## config.mk

```make
export PLATFORM = sky130hd
export DESIGN_NAME = gpio_pin_config_port
export DESIGN_NICKNAME = d
export VERILOG_FILES = /design/src/pkg/gpio_cfg_pkg.sv /design/src/hdl/gpio_pin_config_port.sv /design/src/hdl/gpio_pin_cell.sv
export SDC_FILE = /design/constraint.sdc
export NUM_CORES = 1
export LEC_CHECK = 0
export BUFFER_PORTS_ARGS = -buffer_cell sky130_fd_sc_hd__buf_2
export CAP_MARGIN = 40
export CORE_ASPECT_RATIO = 1.2
export CORE_MARGIN = 3
export CORE_UTILIZATION = 60
export CTS_CLUSTER_SIZE = 12
export DETAILED_ROUTE_END_ITERATION = 10
export PLACE_DENSITY_LB_ADDON = 0.25
export SLEW_MARGIN = 15
export SYNTH_ARGS = -nofsm -noshare
export SYNTH_HDL_FRONTEND = slang
export SYNTH_SLANG_ARGS = --single-unit
```

## constraint.sdc

```tcl
create_clock -name CLOCK_I -period 3.8 [get_ports CLOCK_I]
set_clock_uncertainty 0.2 [all_clocks]
set_input_delay 0.95 -clock CLOCK_I [delete_from_list [all_inputs] [get_ports CLOCK_I]]
set_output_delay 0.95 -clock CLOCK_I [all_outputs]
set_load 0.1 [all_outputs]
```

## src/pkg/gpio_cfg_pkg.sv

```systemverilog
// Purpose: constants for the gpio pin configuration port
// Assumes: apb slave, 32-bit data, one word per register
// Notes: register offsets are byte addresses
// Operation
// - configuration writes carry an eight-bit select mask; only selected pins change
// - each pin holds direction: software input, software output or hardware control
// - direction of one chosen pin reads back in its programmed encoding
// - each pin selects falling, rising, both edges, low or high level detect
// - detect type of one chosen pin reads back in its programmed encoding
// - any pin can be enabled individually as a dma start trigger
// - any pin's dma trigger can be disabled without touching other pins
// - dma trigger enable never suppresses that pin's interrupt
// - each pin holds drive strength: 2 mA, 4 mA, 8 mA, 8 mA slew
// - input pins store pad settings; pull termination and the analog pad type (input reads 0) affect input
// - drive strength and pad type of one pin read back, inputs too
// - at most eight pins; single-pin operations name pins 0 to 7
// - after reset pins are gpio inputs, 2 mA, push-pull, no pull
package gpio_cfg_pkg;
	localparam int          NPINS        = 8;
	localparam logic [11:0] OFF_DIR_SET  = 12'h000;
	localparam logic [11:0] OFF_IRQ_SET  = 12'h004;
	localparam logic [11:0] OFF_PAD_SET  = 12'h008;
	localparam logic [11:0] OFF_DMA_EN   = 12'h00C;
	localparam logic [11:0] OFF_DMA_DIS  = 12'h010;
	localparam logic [11:0] OFF_PIN_SEL  = 12'h014;
	localparam logic [11:0] OFF_PIN_CFG  = 12'h018;
	localparam logic [11:0] OFF_DMA_STAT = 12'h01C;
	localparam logic [11:0] OFF_IRQ_STAT = 12'h020;
	localparam logic [11:0] OFF_IRQ_MASK = 12'h024;
	localparam logic [11:0] OFF_PIN_IN   = 12'h028;
	localparam logic [11:0] OFF_PIN_OUT  = 12'h02C;
	// write layout of set registers: mask in [7:0], value from bit 8
	localparam int          SEL_LSB      = 0;
	localparam int          VAL_LSB      = 8;
	localparam int          DRV_LSB      = 8;
	localparam int          PAD_LSB      = 12;
	// read layout of pin config word
	localparam int          RD_DIR_LSB   = 0;
	localparam int          RD_IRQ_LSB   = 4;
	localparam int          RD_DRV_LSB   = 8;
	localparam int          RD_PAD_LSB   = 12;
	localparam logic [1:0]  DIR_SW_IN    = 2'h0;
	localparam logic [1:0]  DIR_SW_OUT   = 2'h1;
	localparam logic [1:0]  DIR_HW_CONTROL = 2'h2;
	localparam logic [2:0]  IRQ_FALL     = 3'h0;
	localparam logic [2:0]  IRQ_RISE     = 3'h1;
	localparam logic [2:0]  IRQ_BOTH     = 3'h2;
	localparam logic [2:0]  IRQ_LOW      = 3'h3;
	localparam logic [2:0]  IRQ_HIGH     = 3'h4;
	localparam logic [1:0]  DRIVE_2MA    = 2'h0;
	localparam logic [1:0]  DRIVE_4MA    = 2'h1;
	localparam logic [1:0]  DRIVE_8MA    = 2'h2;
	localparam logic [1:0]  DRIVE_8MA_SLEW_CTL = 2'h3;
	localparam logic [2:0]  PAD_PUSH_PULL          = 3'h0;
	localparam logic [2:0]  PAD_PUSH_PULL_PULLUP   = 3'h1;
	localparam logic [2:0]  PAD_PUSH_PULL_PULLDOWN = 3'h2;
	localparam logic [2:0]  PAD_OPEN_DRAIN         = 3'h3;
	localparam logic [2:0]  PAD_OPEN_DRAIN_PULLUP  = 3'h4;
	localparam logic [2:0]  PAD_OPEN_DRAIN_PULLDOWN = 3'h5;
	localparam logic [2:0]  PAD_ANALOG   = 3'h6;
	localparam logic [1:0]  DIR_RST      = DIR_SW_IN;
	localparam logic [2:0]  IRQ_RST      = IRQ_FALL;
	localparam logic [1:0]  DRV_RST      = DRIVE_2MA;
	localparam logic [2:0]  PAD_RST      = PAD_PUSH_PULL;
endpackage

```

## src/hdl/gpio_pin_config_port.sv

```systemverilog
// Purpose: apb register front end of the gpio pin configuration port
// Assumes: single clock, synchronous active-high reset, pins synchronous
// Notes: zero-wait apb slave; unmapped addresses answer pslverr
module gpio_pin_config_port
	import gpio_cfg_pkg::*;
#(
	parameter int NP = NPINS
) (
	input  wire logic          CLOCK_I,
	input  wire logic          RESET_I,
	input  wire logic          PSEL_I,
	input  wire logic          PENABLE_I,
	input  wire logic          PWRITE_I,
	input  wire logic [11:0]   PADDR_I,
	input  wire logic [31:0]   PWDATA_I,
	input  wire logic [3:0]    PSTRB_I,
	output logic [31:0]        PRDATA_O,
	output logic               PREADY_O,
	output logic               PSLVERR_O,
	input  wire logic [NP-1:0] PIN_I,
	output logic [NP-1:0]      PIN_O,
	output logic [NP-1:0]      PIN_OE_O,
	output logic [NP-1:0]      PULL_UP_O,
	output logic [NP-1:0]      PULL_DOWN_O,
	input  wire logic [NP-1:0] HW_OUT_I,
	input  wire logic [NP-1:0] HW_OE_I,
	output logic [NP-1:0]      HW_IN_O,
	output logic [NP-1:0]      DMA_REQ_O,
	output logic               IRQ_O
);
	logic [2:0]    pin_sel_ff;
	logic [NP-1:0] out_ff;
	logic [NP-1:0] stat_ff;
	logic [NP-1:0] mask_ff;
	logic [31:0]   rdata_ff;
	logic [31:0]   nxt_rdata;
	logic [1:0]    dir_w  [NP];
	logic [2:0]    irq_w  [NP];
	logic [1:0]    drv_w  [NP];
	logic [2:0]    pad_w  [NP];
	logic [NP-1:0] dma_w;
	logic [NP-1:0] ev_w;
	logic [NP-1:0] in_w;
	logic [NP-1:0] sw_in_w;

	function automatic logic hit(input logic [11:0] a, input logic [11:0] off);
		hit = (a == off);
	endfunction

	wire           acc      = PSEL_I & PENABLE_I;
	wire           wr       = acc & PWRITE_I & (PSTRB_I == 4'hF);
	wire [7:0]     sel      = PWDATA_I[SEL_LSB +: 8];
	wire           wr_dir   = wr & hit(PADDR_I, OFF_DIR_SET);
	wire           wr_irq   = wr & hit(PADDR_I, OFF_IRQ_SET);
	wire           wr_pad   = wr & hit(PADDR_I, OFF_PAD_SET);
	wire           wr_dmae  = wr & hit(PADDR_I, OFF_DMA_EN);
	wire           wr_dmad  = wr & hit(PADDR_I, OFF_DMA_DIS);
	wire           wr_psel  = wr & hit(PADDR_I, OFF_PIN_SEL);
	wire           wr_stat  = wr & hit(PADDR_I, OFF_IRQ_STAT);
	wire           wr_mask  = wr & hit(PADDR_I, OFF_IRQ_MASK);
	wire           wr_out   = wr & hit(PADDR_I, OFF_PIN_OUT);
	wire           mapped   = (PADDR_I[1:0] == 2'h0) && (PADDR_I <= OFF_PIN_OUT);
	wire [NP-1:0]  clr_bits = wr_stat ? PWDATA_I[NP-1:0] : '0;

	genvar g;
	generate
		for (g = 0; g < NP; g++) begin : g_pin
			gpio_pin_cell u_cell (
				.clk_i      (CLOCK_I),
				.rst_i      (RESET_I),
				.wr_dir_i   (wr_dir & sel[g]),
				.wr_irq_i   (wr_irq & sel[g]),
				.wr_pad_i   (wr_pad & sel[g]),
				.dma_set_i  (wr_dmae & sel[g]),
				.dma_clr_i  (wr_dmad & sel[g]),
				.dir_val_i  (PWDATA_I[VAL_LSB +: 2]),
				.irq_val_i  (PWDATA_I[VAL_LSB +: 3]),
				.drv_val_i  (PWDATA_I[DRV_LSB +: 2]),
				.pad_val_i  (PWDATA_I[PAD_LSB +: 3]),
				.pin_i      (PIN_I[g]),
				.out_val_i  (out_ff[g]),
				.hw_out_i   (HW_OUT_I[g]),
				.hw_oe_i    (HW_OE_I[g]),
				.dir_o      (dir_w[g]),
				.irq_type_o (irq_w[g]),
				.drv_o      (drv_w[g]),
				.pad_o      (pad_w[g]),
				.dma_en_o   (dma_w[g]),
				.event_o    (ev_w[g]),
				.dma_req_o  (DMA_REQ_O[g]),
				.pin_o      (PIN_O[g]),
				.pin_oe_o   (PIN_OE_O[g]),
				.pull_up_o  (PULL_UP_O[g]),
				.pull_down_o(PULL_DOWN_O[g]),
				.in_o       (in_w[g])
			);
			assign HW_IN_O[g] = (dir_w[g] == DIR_HW_CONTROL) & in_w[g];
			assign sw_in_w[g] = in_w[g];
		end
	endgenerate

	// one pin's direction, detect type, drive and pad type in one read word
	wire [31:0] cfg_word = {16'h0000,
	                        1'b0, pad_w[pin_sel_ff],
	                        2'h0, drv_w[pin_sel_ff],
	                        1'b0, irq_w[pin_sel_ff],
	                        2'h0, dir_w[pin_sel_ff]};

	always_comb begin
		nxt_rdata = 32'h0000_0000;
		if (PSEL_I & ~PENABLE_I & ~PWRITE_I) begin
			unique case (PADDR_I)
				OFF_PIN_SEL:  nxt_rdata = {29'h0, pin_sel_ff};
				OFF_PIN_CFG:  nxt_rdata = cfg_word;
				OFF_DMA_STAT: nxt_rdata = {{(32-NP){1'b0}}, dma_w};
				OFF_IRQ_STAT: nxt_rdata = {{(32-NP){1'b0}}, stat_ff};
				OFF_IRQ_MASK: nxt_rdata = {{(32-NP){1'b0}}, mask_ff};
				OFF_PIN_IN:   nxt_rdata = {{(32-NP){1'b0}}, sw_in_w};
				OFF_PIN_OUT:  nxt_rdata = {{(32-NP){1'b0}}, out_ff};
				default:      nxt_rdata = 32'h0000_0000;
			endcase
		end
	end

	always_ff @(posedge CLOCK_I) begin
		if (RESET_I) begin
			pin_sel_ff <= 3'h0;
			out_ff     <= '0;
			mask_ff    <= '0;
			rdata_ff   <= 32'h0000_0000;
		end else begin
			if (wr_psel) pin_sel_ff <= PWDATA_I[2:0];
			if (wr_out) out_ff <= PWDATA_I[NP-1:0];
			if (wr_mask) mask_ff <= PWDATA_I[NP-1:0];
			rdata_ff <= nxt_rdata;
		end
	end

	// sticky status: a new event wins over a clear in the same cycle
	always_ff @(posedge CLOCK_I) begin
		if (RESET_I) stat_ff <= '0;
		else stat_ff <= (stat_ff & ~clr_bits) | ev_w;
	end

	assign PRDATA_O  = rdata_ff;
	assign PREADY_O  = 1'b1;
	assign PSLVERR_O = acc & ~mapped;
	assign IRQ_O     = |(stat_ff & mask_ff);
endmodule

```

## src/hdl/gpio_pin_cell.sv

```systemverilog
// Purpose: per-pin configuration store, event detect and pad control
// Assumes: pin input synchronous to clock
// Notes: one instance per pin
module gpio_pin_cell
	import gpio_cfg_pkg::*;
(
	input  wire logic       clk_i,
	input  wire logic       rst_i,
	input  wire logic       wr_dir_i,
	input  wire logic       wr_irq_i,
	input  wire logic       wr_pad_i,
	input  wire logic       dma_set_i,
	input  wire logic       dma_clr_i,
	input  wire logic [1:0] dir_val_i,
	input  wire logic [2:0] irq_val_i,
	input  wire logic [1:0] drv_val_i,
	input  wire logic [2:0] pad_val_i,
	input  wire logic       pin_i,
	input  wire logic       out_val_i,
	input  wire logic       hw_out_i,
	input  wire logic       hw_oe_i,
	output logic [1:0]      dir_o,
	output logic [2:0]      irq_type_o,
	output logic [1:0]      drv_o,
	output logic [2:0]      pad_o,
	output logic            dma_en_o,
	output logic            event_o,
	output logic            dma_req_o,
	output logic            pin_o,
	output logic            pin_oe_o,
	output logic            pull_up_o,
	output logic            pull_down_o,
	output logic            in_o
);
	logic [1:0] dir_ff;
	logic [2:0] irq_ff;
	logic [1:0] drv_ff;
	logic [2:0] pad_ff;
	logic       dma_ff;
	logic       prev_ff;
	logic       pin_o_ff;
	logic       pin_oe_ff;
	logic       ev_ff;
	wire        analog   = (pad_ff == PAD_ANALOG);
	wire        open_dr  = (pad_ff == PAD_OPEN_DRAIN) || (pad_ff == PAD_OPEN_DRAIN_PULLUP)
	                       || (pad_ff == PAD_OPEN_DRAIN_PULLDOWN);
	wire        in_bit   = analog ? 1'b0 : pin_i;
	wire        rise     = in_bit & ~prev_ff;
	wire        fall     = ~in_bit & prev_ff;
	wire        drv_val  = (dir_ff == DIR_HW_CONTROL) ? hw_out_i : out_val_i;
	wire        drv_en   = (dir_ff == DIR_HW_CONTROL) ? hw_oe_i : (dir_ff == DIR_SW_OUT);
	logic       nxt_ev;

	always_comb begin
		unique case (irq_ff)
			IRQ_FALL: nxt_ev = fall;
			IRQ_RISE: nxt_ev = rise;
			IRQ_BOTH: nxt_ev = rise | fall;
			IRQ_LOW:  nxt_ev = ~in_bit;
			IRQ_HIGH: nxt_ev = in_bit;
			default:  nxt_ev = 1'b0;
		endcase
	end

	// direction, detect type and dma enable each by their own strobe; drive and pad both by wr_pad_i
	always_ff @(posedge clk_i) begin
		if (rst_i) begin
			dir_ff <= DIR_RST;
			irq_ff <= IRQ_RST;
			drv_ff <= DRV_RST;
			pad_ff <= PAD_RST;
			dma_ff <= 1'b0;
		end else begin
			if (wr_dir_i) dir_ff <= dir_val_i;
			if (wr_irq_i) irq_ff <= irq_val_i;
			if (wr_pad_i) drv_ff <= drv_val_i;
			if (wr_pad_i) pad_ff <= pad_val_i;
			if (dma_set_i) dma_ff <= 1'b1;
			else if (dma_clr_i) dma_ff <= 1'b0;
		end
	end

	always_ff @(posedge clk_i) begin
		if (rst_i) begin
			prev_ff   <= 1'b0;
			ev_ff     <= 1'b0;
			pin_o_ff  <= 1'b0;
			pin_oe_ff <= 1'b0;
		end else begin
			prev_ff   <= in_bit;
			ev_ff     <= nxt_ev;
			// open drain drives low only
			pin_o_ff  <= open_dr ? 1'b0 : drv_val;
			pin_oe_ff <= ~analog & drv_en & (~open_dr | ~drv_val);
		end
	end

	assign dir_o       = dir_ff;
	assign irq_type_o  = irq_ff;
	assign drv_o       = drv_ff;
	assign pad_o       = pad_ff;
	assign dma_en_o    = dma_ff;
	assign event_o     = ev_ff;
	assign dma_req_o   = ev_ff & dma_ff;
	assign pin_o       = pin_o_ff;
	assign pin_oe_o    = pin_oe_ff;
	assign pull_up_o   = (pad_ff == PAD_PUSH_PULL_PULLUP) || (pad_ff == PAD_OPEN_DRAIN_PULLUP);
	assign pull_down_o = (pad_ff == PAD_PUSH_PULL_PULLDOWN)
	                     || (pad_ff == PAD_OPEN_DRAIN_PULLDOWN);
	assign in_o        = in_bit;
endmodule

```

==> impl_metrics.env, run 1 <==
export IMPL_dp_hpwl_mm=15.4
export IMPL_ys_flop_type="dfxtp_1"
export IMPL_ir_worst_vdd_mv=0.237
export IMPL_numPortBuffers=121
export IMPL_hold_viol=0
export IMPL_vias=6830
export IMPL_slew_headroom_pct=51.5
export IMPL_tightest_slew_ps=720
export IMPL_drt_first_pass_iters=5
export IMPL_postCtsSetupBuffers=0
export IMPL_ys_warn_count=0
export IMPL_p_leak_nw=4.34
export IMPL_hold_ws_ps=262
export IMPL_grt_start_max_net_pins=54
export IMPL_gp_congestion=0.964
export IMPL_finalInstanceArea_um2=9490
export IMPL_drt_iter0_markers=532
export IMPL_setup_violations=0
export IMPL_area_growth_synth_to_final_pct=11.2
export IMPL_track_usage_pct=27.0
export IMPL_fin_crit_sh_pct=91.8
export IMPL_setup_tns_ps=0
export IMPL_critPathMaxFanout=7
export IMPL_via_per_inst=5.82
export IMPL_end_kind="output pin"
export IMPL_fill_cells=1106
export IMPL_drv_slew=0
export IMPL_powerDensity_nw_per_um2=381
export IMPL_grt_pass1_vias=6328
export IMPL_cts_tree="yes"
export IMPL_avgSynthCellArea_um2=9.25
export IMPL_synth_top_area_cell="dfxtp_1"
export IMPL_finalCoreUtilization_pct=68.4
export IMPL_cts_buffers=17
export IMPL_synth_top_area_share_pct=37.5
export IMPL_cts_max_path_buffers=2
export IMPL_worstSetupPathType="reg -> out"
export IMPL_num_io_pins=160
export IMPL_synth_edf_count=0
export IMPL_rows=47
export IMPL_startpoint_type="flop"
export IMPL_clkTransAtPathRegs_ps=60
export IMPL_async_flop_share_pct=0
export IMPL_synthCells=923
export IMPL_placed_area_um2=8910
export IMPL_status="complete, no violations"
export IMPL_grt_overflow_total=0
export IMPL_synth_cell_types=55
export IMPL_die_x_um=115
export IMPL_diodes=0
export IMPL_max_cap_violations=0
export IMPL_synth_most_common_cell="dfxtp_1"
export IMPL_worstPathRequired_ps=2650
export IMPL_grt_pass1_wl_mm=33.1
export IMPL_root_buffer="clkbuf_16"
export IMPL_period_needed_ps=3490
export IMPL_cts_hold_buffers=0
export IMPL_worstPathArrival_ps=2340
export IMPL_die_area_um2=15700
export IMPL_drive_gt1_share_pct=22.3
export IMPL_rsz0062_at_grt="false"
export IMPL_drc=0
export IMPL_ys_ff_latch=160
export IMPL_ys_seq_area_share_pct=37.5
export IMPL_power_mw=3.61
export IMPL_final_antenna_net_count=0
export IMPL_syn_cell_area_um2=8540
export IMPL_htreeDepth=4
export IMPL_antenna_found_initial=0
export IMPL_post_drt_wl_per_cell_um=18.1
export IMPL_clock_latency_ps=420
export IMPL_nNetsFinal=1083
export IMPL_initial_core_util_pct=61.5
export IMPL_ys_top_cells_by_area="dfxtp_1 38%, mux2i_1 13%, mux4_2 7.1%, nor2_1 6.4%, buf_4 5.3%"
export IMPL_cts_num_sinks=160
export IMPL_cts_resized=0
export IMPL_min_path_type="reg -> reg"
export IMPL_core_area_um2=13900
export IMPL_die_h_um=137
export IMPL_drt_total_wl_mm=21.2
export IMPL_maxClockFrequency_mhz=287
export IMPL_synth_top_cells_by_count="160 x dfxtp_1, 145 x nor2_1, 109 x mux2i_1"
[cell families after synthesis]
group | Yosys count | share of synthesized area, %
simple gates | 343 | 20.9
flops | 160 | 37.5
mux | 142 | 20.7
buf+inv | 140 | 9.01
compound gates | 114 | 8.80
fa+ha+maj | 16 | 2.35
xor+xnor | 6 | 0.616
other cells | 2 | 0.0880
[report_power, final]
group	leakage (nW)	internal [mW]	switching, mW
logic	2.76	0.0575	0.210
registers	1.29	1.69	0.00699
clock network	0.286	0.956	0.695
[final timing paths]
kind | start | cells past startpoint | endpoint | slack [ps]
worst max-delay path | g_pin[7].u_cell.pad_o[2]$_SDFFE_PP0P_ | 5 | HW_IN_O[7] | 310
worst min-delay path | g_pin[4].u_cell.event_o$_SDFF_PP0_ | 2 | stat_ff[4]$_SDFF_PP0_ | 260
worst max register to register | g_pin[7].u_cell.pad_o[2]$_SDFFE_PP0P_ | 7 | g_pin[7].u_cell.event_o$_SDFF_PP0_ | 1050
worst min register to register | g_pin[4].u_cell.event_o$_SDFF_PP0_ | 2 | stat_ff[4]$_SDFF_PP0_ | 260
[cell type report]
cell class	count	area, um^2	share of cell area [%]
tap	171	214	2.26
inverter	34	128	1.35
timing repair buffer	136	721	7.60
clock buffer	20	467	4.92
multi-input combinational	641	4650	49.0
sequential	160	3200	33.8
clock inverter	12	106	1.12
[flip-flops by register name (all words and copies together), names as in the netlist]
register and cells:
g_pin.u_cell.drv_o 16, PRDATA_O 13, g_pin.u_cell.dma_en_o 8, g_pin.u_cell.pin_oe_o 8, g_pin.u_cell.pad_o 24, g_pin.u_cell.pin_o 8
pin_sel_ff 3, g_pin.u_cell.dir_o 16, mask_ff 8, out_ff 8, g_pin.u_cell.event_o 8, g_pin.u_cell.irq_type_o 24
g_pin.u_cell.prev_ff 8, stat_ff 8
[worst max-delay path, cell delays in order, from the launching register on]
cell     delay, ps
dfxtp_1        460
inv_1          110
o21ai_0        600
inv_1          260
and2_1         210
buf_2          290
[layer usage]
layer	GRT usage, %	part of all wire (%)	up-vias
li1	-	-	3301
met1	35.9	43	3226
met3	5.35	6.1	37
met2	43.5	48	266
met5	0	0	-
met4	10.0	2.6	0
[per-stage QoR]
step,instances,setup slack (ps)
finish,1174,311
global route,1174,149
CTS,1174,311
detailed placement,1142,318
global placement,1142,321
floorplan,941,207
[cells in the final DEF, fill, tap and decap left out, drive strengths merged, types with 24 or more instances in the layout]
| master | synthesis | layout |
|---|---|---|
| buf | 72 | 136 |
| dfxtp | 160 | 160 |
| mux4 | 27 | 27 |
| a21oi | 32 | 32 |
| nor2b | 24 | 24 |
| nand3 | 45 | 45 |
| o21ai | 30 | 30 |
| nor2 | 145 | 145 |
| inv | 34 | 36 |
| nand2 | 53 | 53 |
| mux2i | 109 | 109 |
Power figures use the tool's default switching activity.
==> run 2: changes to the inputs <==
==> constraint.sdc (replaced) <==
create_clock -name CLOCK_I -period 3.8 [get_ports CLOCK_I]
set_clock_uncertainty 0.2 [all_clocks]
set_input_delay 0.76 -clock CLOCK_I [delete_from_list [all_inputs] [get_ports CLOCK_I]]
set_output_delay 0.76 -clock CLOCK_I [all_outputs]
set_load 0.1 [all_outputs]
==> run 2 against run 1 <==
Core utilization grew 0.072 points. Non-clock buffer count decreased by 2. Global-route usage rose by 0.42 points. Sequential cell count stayed put. Clock power increased by 5%. Critical path depth did not move. Fmax rose by 5.5%.
==> impl_metrics.env, run 2 (same netlist as run 1, synthesis figures left out) <==
export IMPL_status="complete, no violations"
export IMPL_numPortBuffers=121
export IMPL_hold_ws_ps=265
export IMPL_fill_cells=1130
export IMPL_drt_iter0_markers=508
export IMPL_diodes=0
export IMPL_postCtsSetupBuffers=0
export IMPL_cts_max_path_buffers=2
export IMPL_ir_worst_vdd_mv=0.233
export IMPL_end_kind="output pin"
export IMPL_die_x_um=115
export IMPL_core_area_um2=13900
export IMPL_fin_crit_sh_pct=87.0
export IMPL_die_area_um2=15700
export IMPL_final_cell_mix="160 x dfxtp_1, 145 x nor2_1, 120 x buf_2"
export IMPL_cts_tree="yes"
export IMPL_cts_hold_buffers=0
export IMPL_powerDensity_nw_per_um2=388
export IMPL_grt_start_max_net_pins=57
export IMPL_final_antenna_net_count=0
export IMPL_p_leak_nw=4.33
export IMPL_grt_pass1_vias=6436
export IMPL_pwr_share_comb_pct=7.2
export IMPL_track_usage_pct=27.4
export IMPL_critPathMaxFanout=8
export IMPL_power_frac_seq_pct=45.9
export IMPL_setup_violations=0
export IMPL_worstHoldStart="g_pin[4].u_cell.event_o$_SDFF_PP0_"
export IMPL_drt_total_wl_mm=21.5
export IMPL_maxClockFrequency_mhz=302
export IMPL_die_h_um=137
export IMPL_cts_num_sinks=160
export IMPL_period_needed_ps=3310
export IMPL_nNetsFinal=1081
export IMPL_root_buffer="clkbuf_16"
export IMPL_rsz0062_at_grt="false"
export IMPL_worstPathArrival_ps=2350
export IMPL_min_path_type="reg -> reg"
export IMPL_drive_gt1_share_pct=22.1
export IMPL_area_growth_synth_to_final_pct=11.3
export IMPL_initial_core_util_pct=61.5
export IMPL_drt_first_pass_iters=5
export IMPL_grt_overflow_total=0
export IMPL_p_switching_mw=0.921
export IMPL_grt_pass1_wl_mm=33.5
export IMPL_crit_path_start="g_pin[7].u_cell.pad_o[1]$_SDFFE_PP0P_"
export IMPL_via_per_inst=5.93
export IMPL_vias=6946
export IMPL_drv_slew=0
export IMPL_pwr_share_clk_pct=46.8
export IMPL_tightest_slew_ps=749
export IMPL_setup_tns_ps=0
export IMPL_dp_hpwl_mm=15.6
export IMPL_startpoint_type="flop"
export IMPL_reg2reg_slack_ps=1070
export IMPL_hold_viol=0
export IMPL_p_sw_share_pct=25.0
export IMPL_post_drt_wl_per_cell_um=18.3
export IMPL_worstSetupPathType="reg -> out"
export IMPL_max_cap_violations=0
export IMPL_r2r_start="g_pin[7].u_cell.pad_o[1]$_SDFFE_PP0P_"
export IMPL_cts_buffers=17
export IMPL_power_internal_mw=2.77
export IMPL_gp_congestion=0.957
export IMPL_rows=47
export IMPL_htreeDepth=4
export IMPL_clkTransAtPathRegs_ps=60
export IMPL_drc=0
export IMPL_slew_headroom_pct=49.6
export IMPL_clock_latency_ps=420
export IMPL_final_common_cell="dfxtp_1"
export IMPL_cts_resized=0
export IMPL_worstPathRequired_ps=2840
export IMPL_num_io_pins=160
export IMPL_antenna_found_initial=0
==> run 2: per-layer routing <==
metal  vias up  share of wire (%)  global-route usage, %
li1       3296                  -                      -
met1      3310                 42                   35.9
met2       291                 48                   44.1
met3        49                7.2                   5.75
met4         0                3.3                   11.4
met5         -                  0                      0
==> run 2: metrics by stage <==
step	util [%]	power, mW	instances	instance area [um^2]	setup slack [ps]
2_1_floorplan	-	1.94	941	8600	365
3_3_place_gp	64.0	1.99	1139	8890	678
3_5_place_dp	64.1	1.99	1140	8900	661
4_1_cts	68.4	3.69	1172	9500	542
5_1_grt	68.4	3.78	1172	9500	340
6_report	68.4	3.69	1172	9500	492
==> run 2: critical path, cell delays in order, from the launching register on <==
cell and delay, ps:
dfxtp_1 450, nand2b_1 130, o21ai_0 610, inv_1 240
and2_1 200, buf_2 290
==> run 2: area by class of cell <==
class / count / area (um^2) / area share (%)
clock buffers: 20 / 467 / 4.91
clock inverters: 12 / 134 / 1.41
inverters: 34 / 128 / 1.34
multi-input cells: 641 / 4640 / 48.9
flip-flops and latches: 160 / 3200 / 33.7
well taps: 171 / 214 / 2.25
repair buffers: 134 / 709 / 7.47
==> run 2: path summary, 6_finish.rpt <==
check / to / depth (start not counted)
worst max register to register: g_pin[7].u_cell.event_o$_SDFF_PP0_ / 7
worst min-delay path: stat_ff[4]$_SDFF_PP0_ / 2
worst min register to register: stat_ff[4]$_SDFF_PP0_ / 2
worst max-delay path: HW_IN_O[7] / 5
==> run 2: power by group through the flow <==
stage	clock, mW	combinational, mW	sequential (mW)
after floorplan	0	0.208	1.73
after CTS	1.73	0.264	1.69
after global routing	1.80	0.285	1.69
final	1.73	0.267	1.69
after global placement	0	0.260	1.73
after detailed placement	0	0.263	1.73
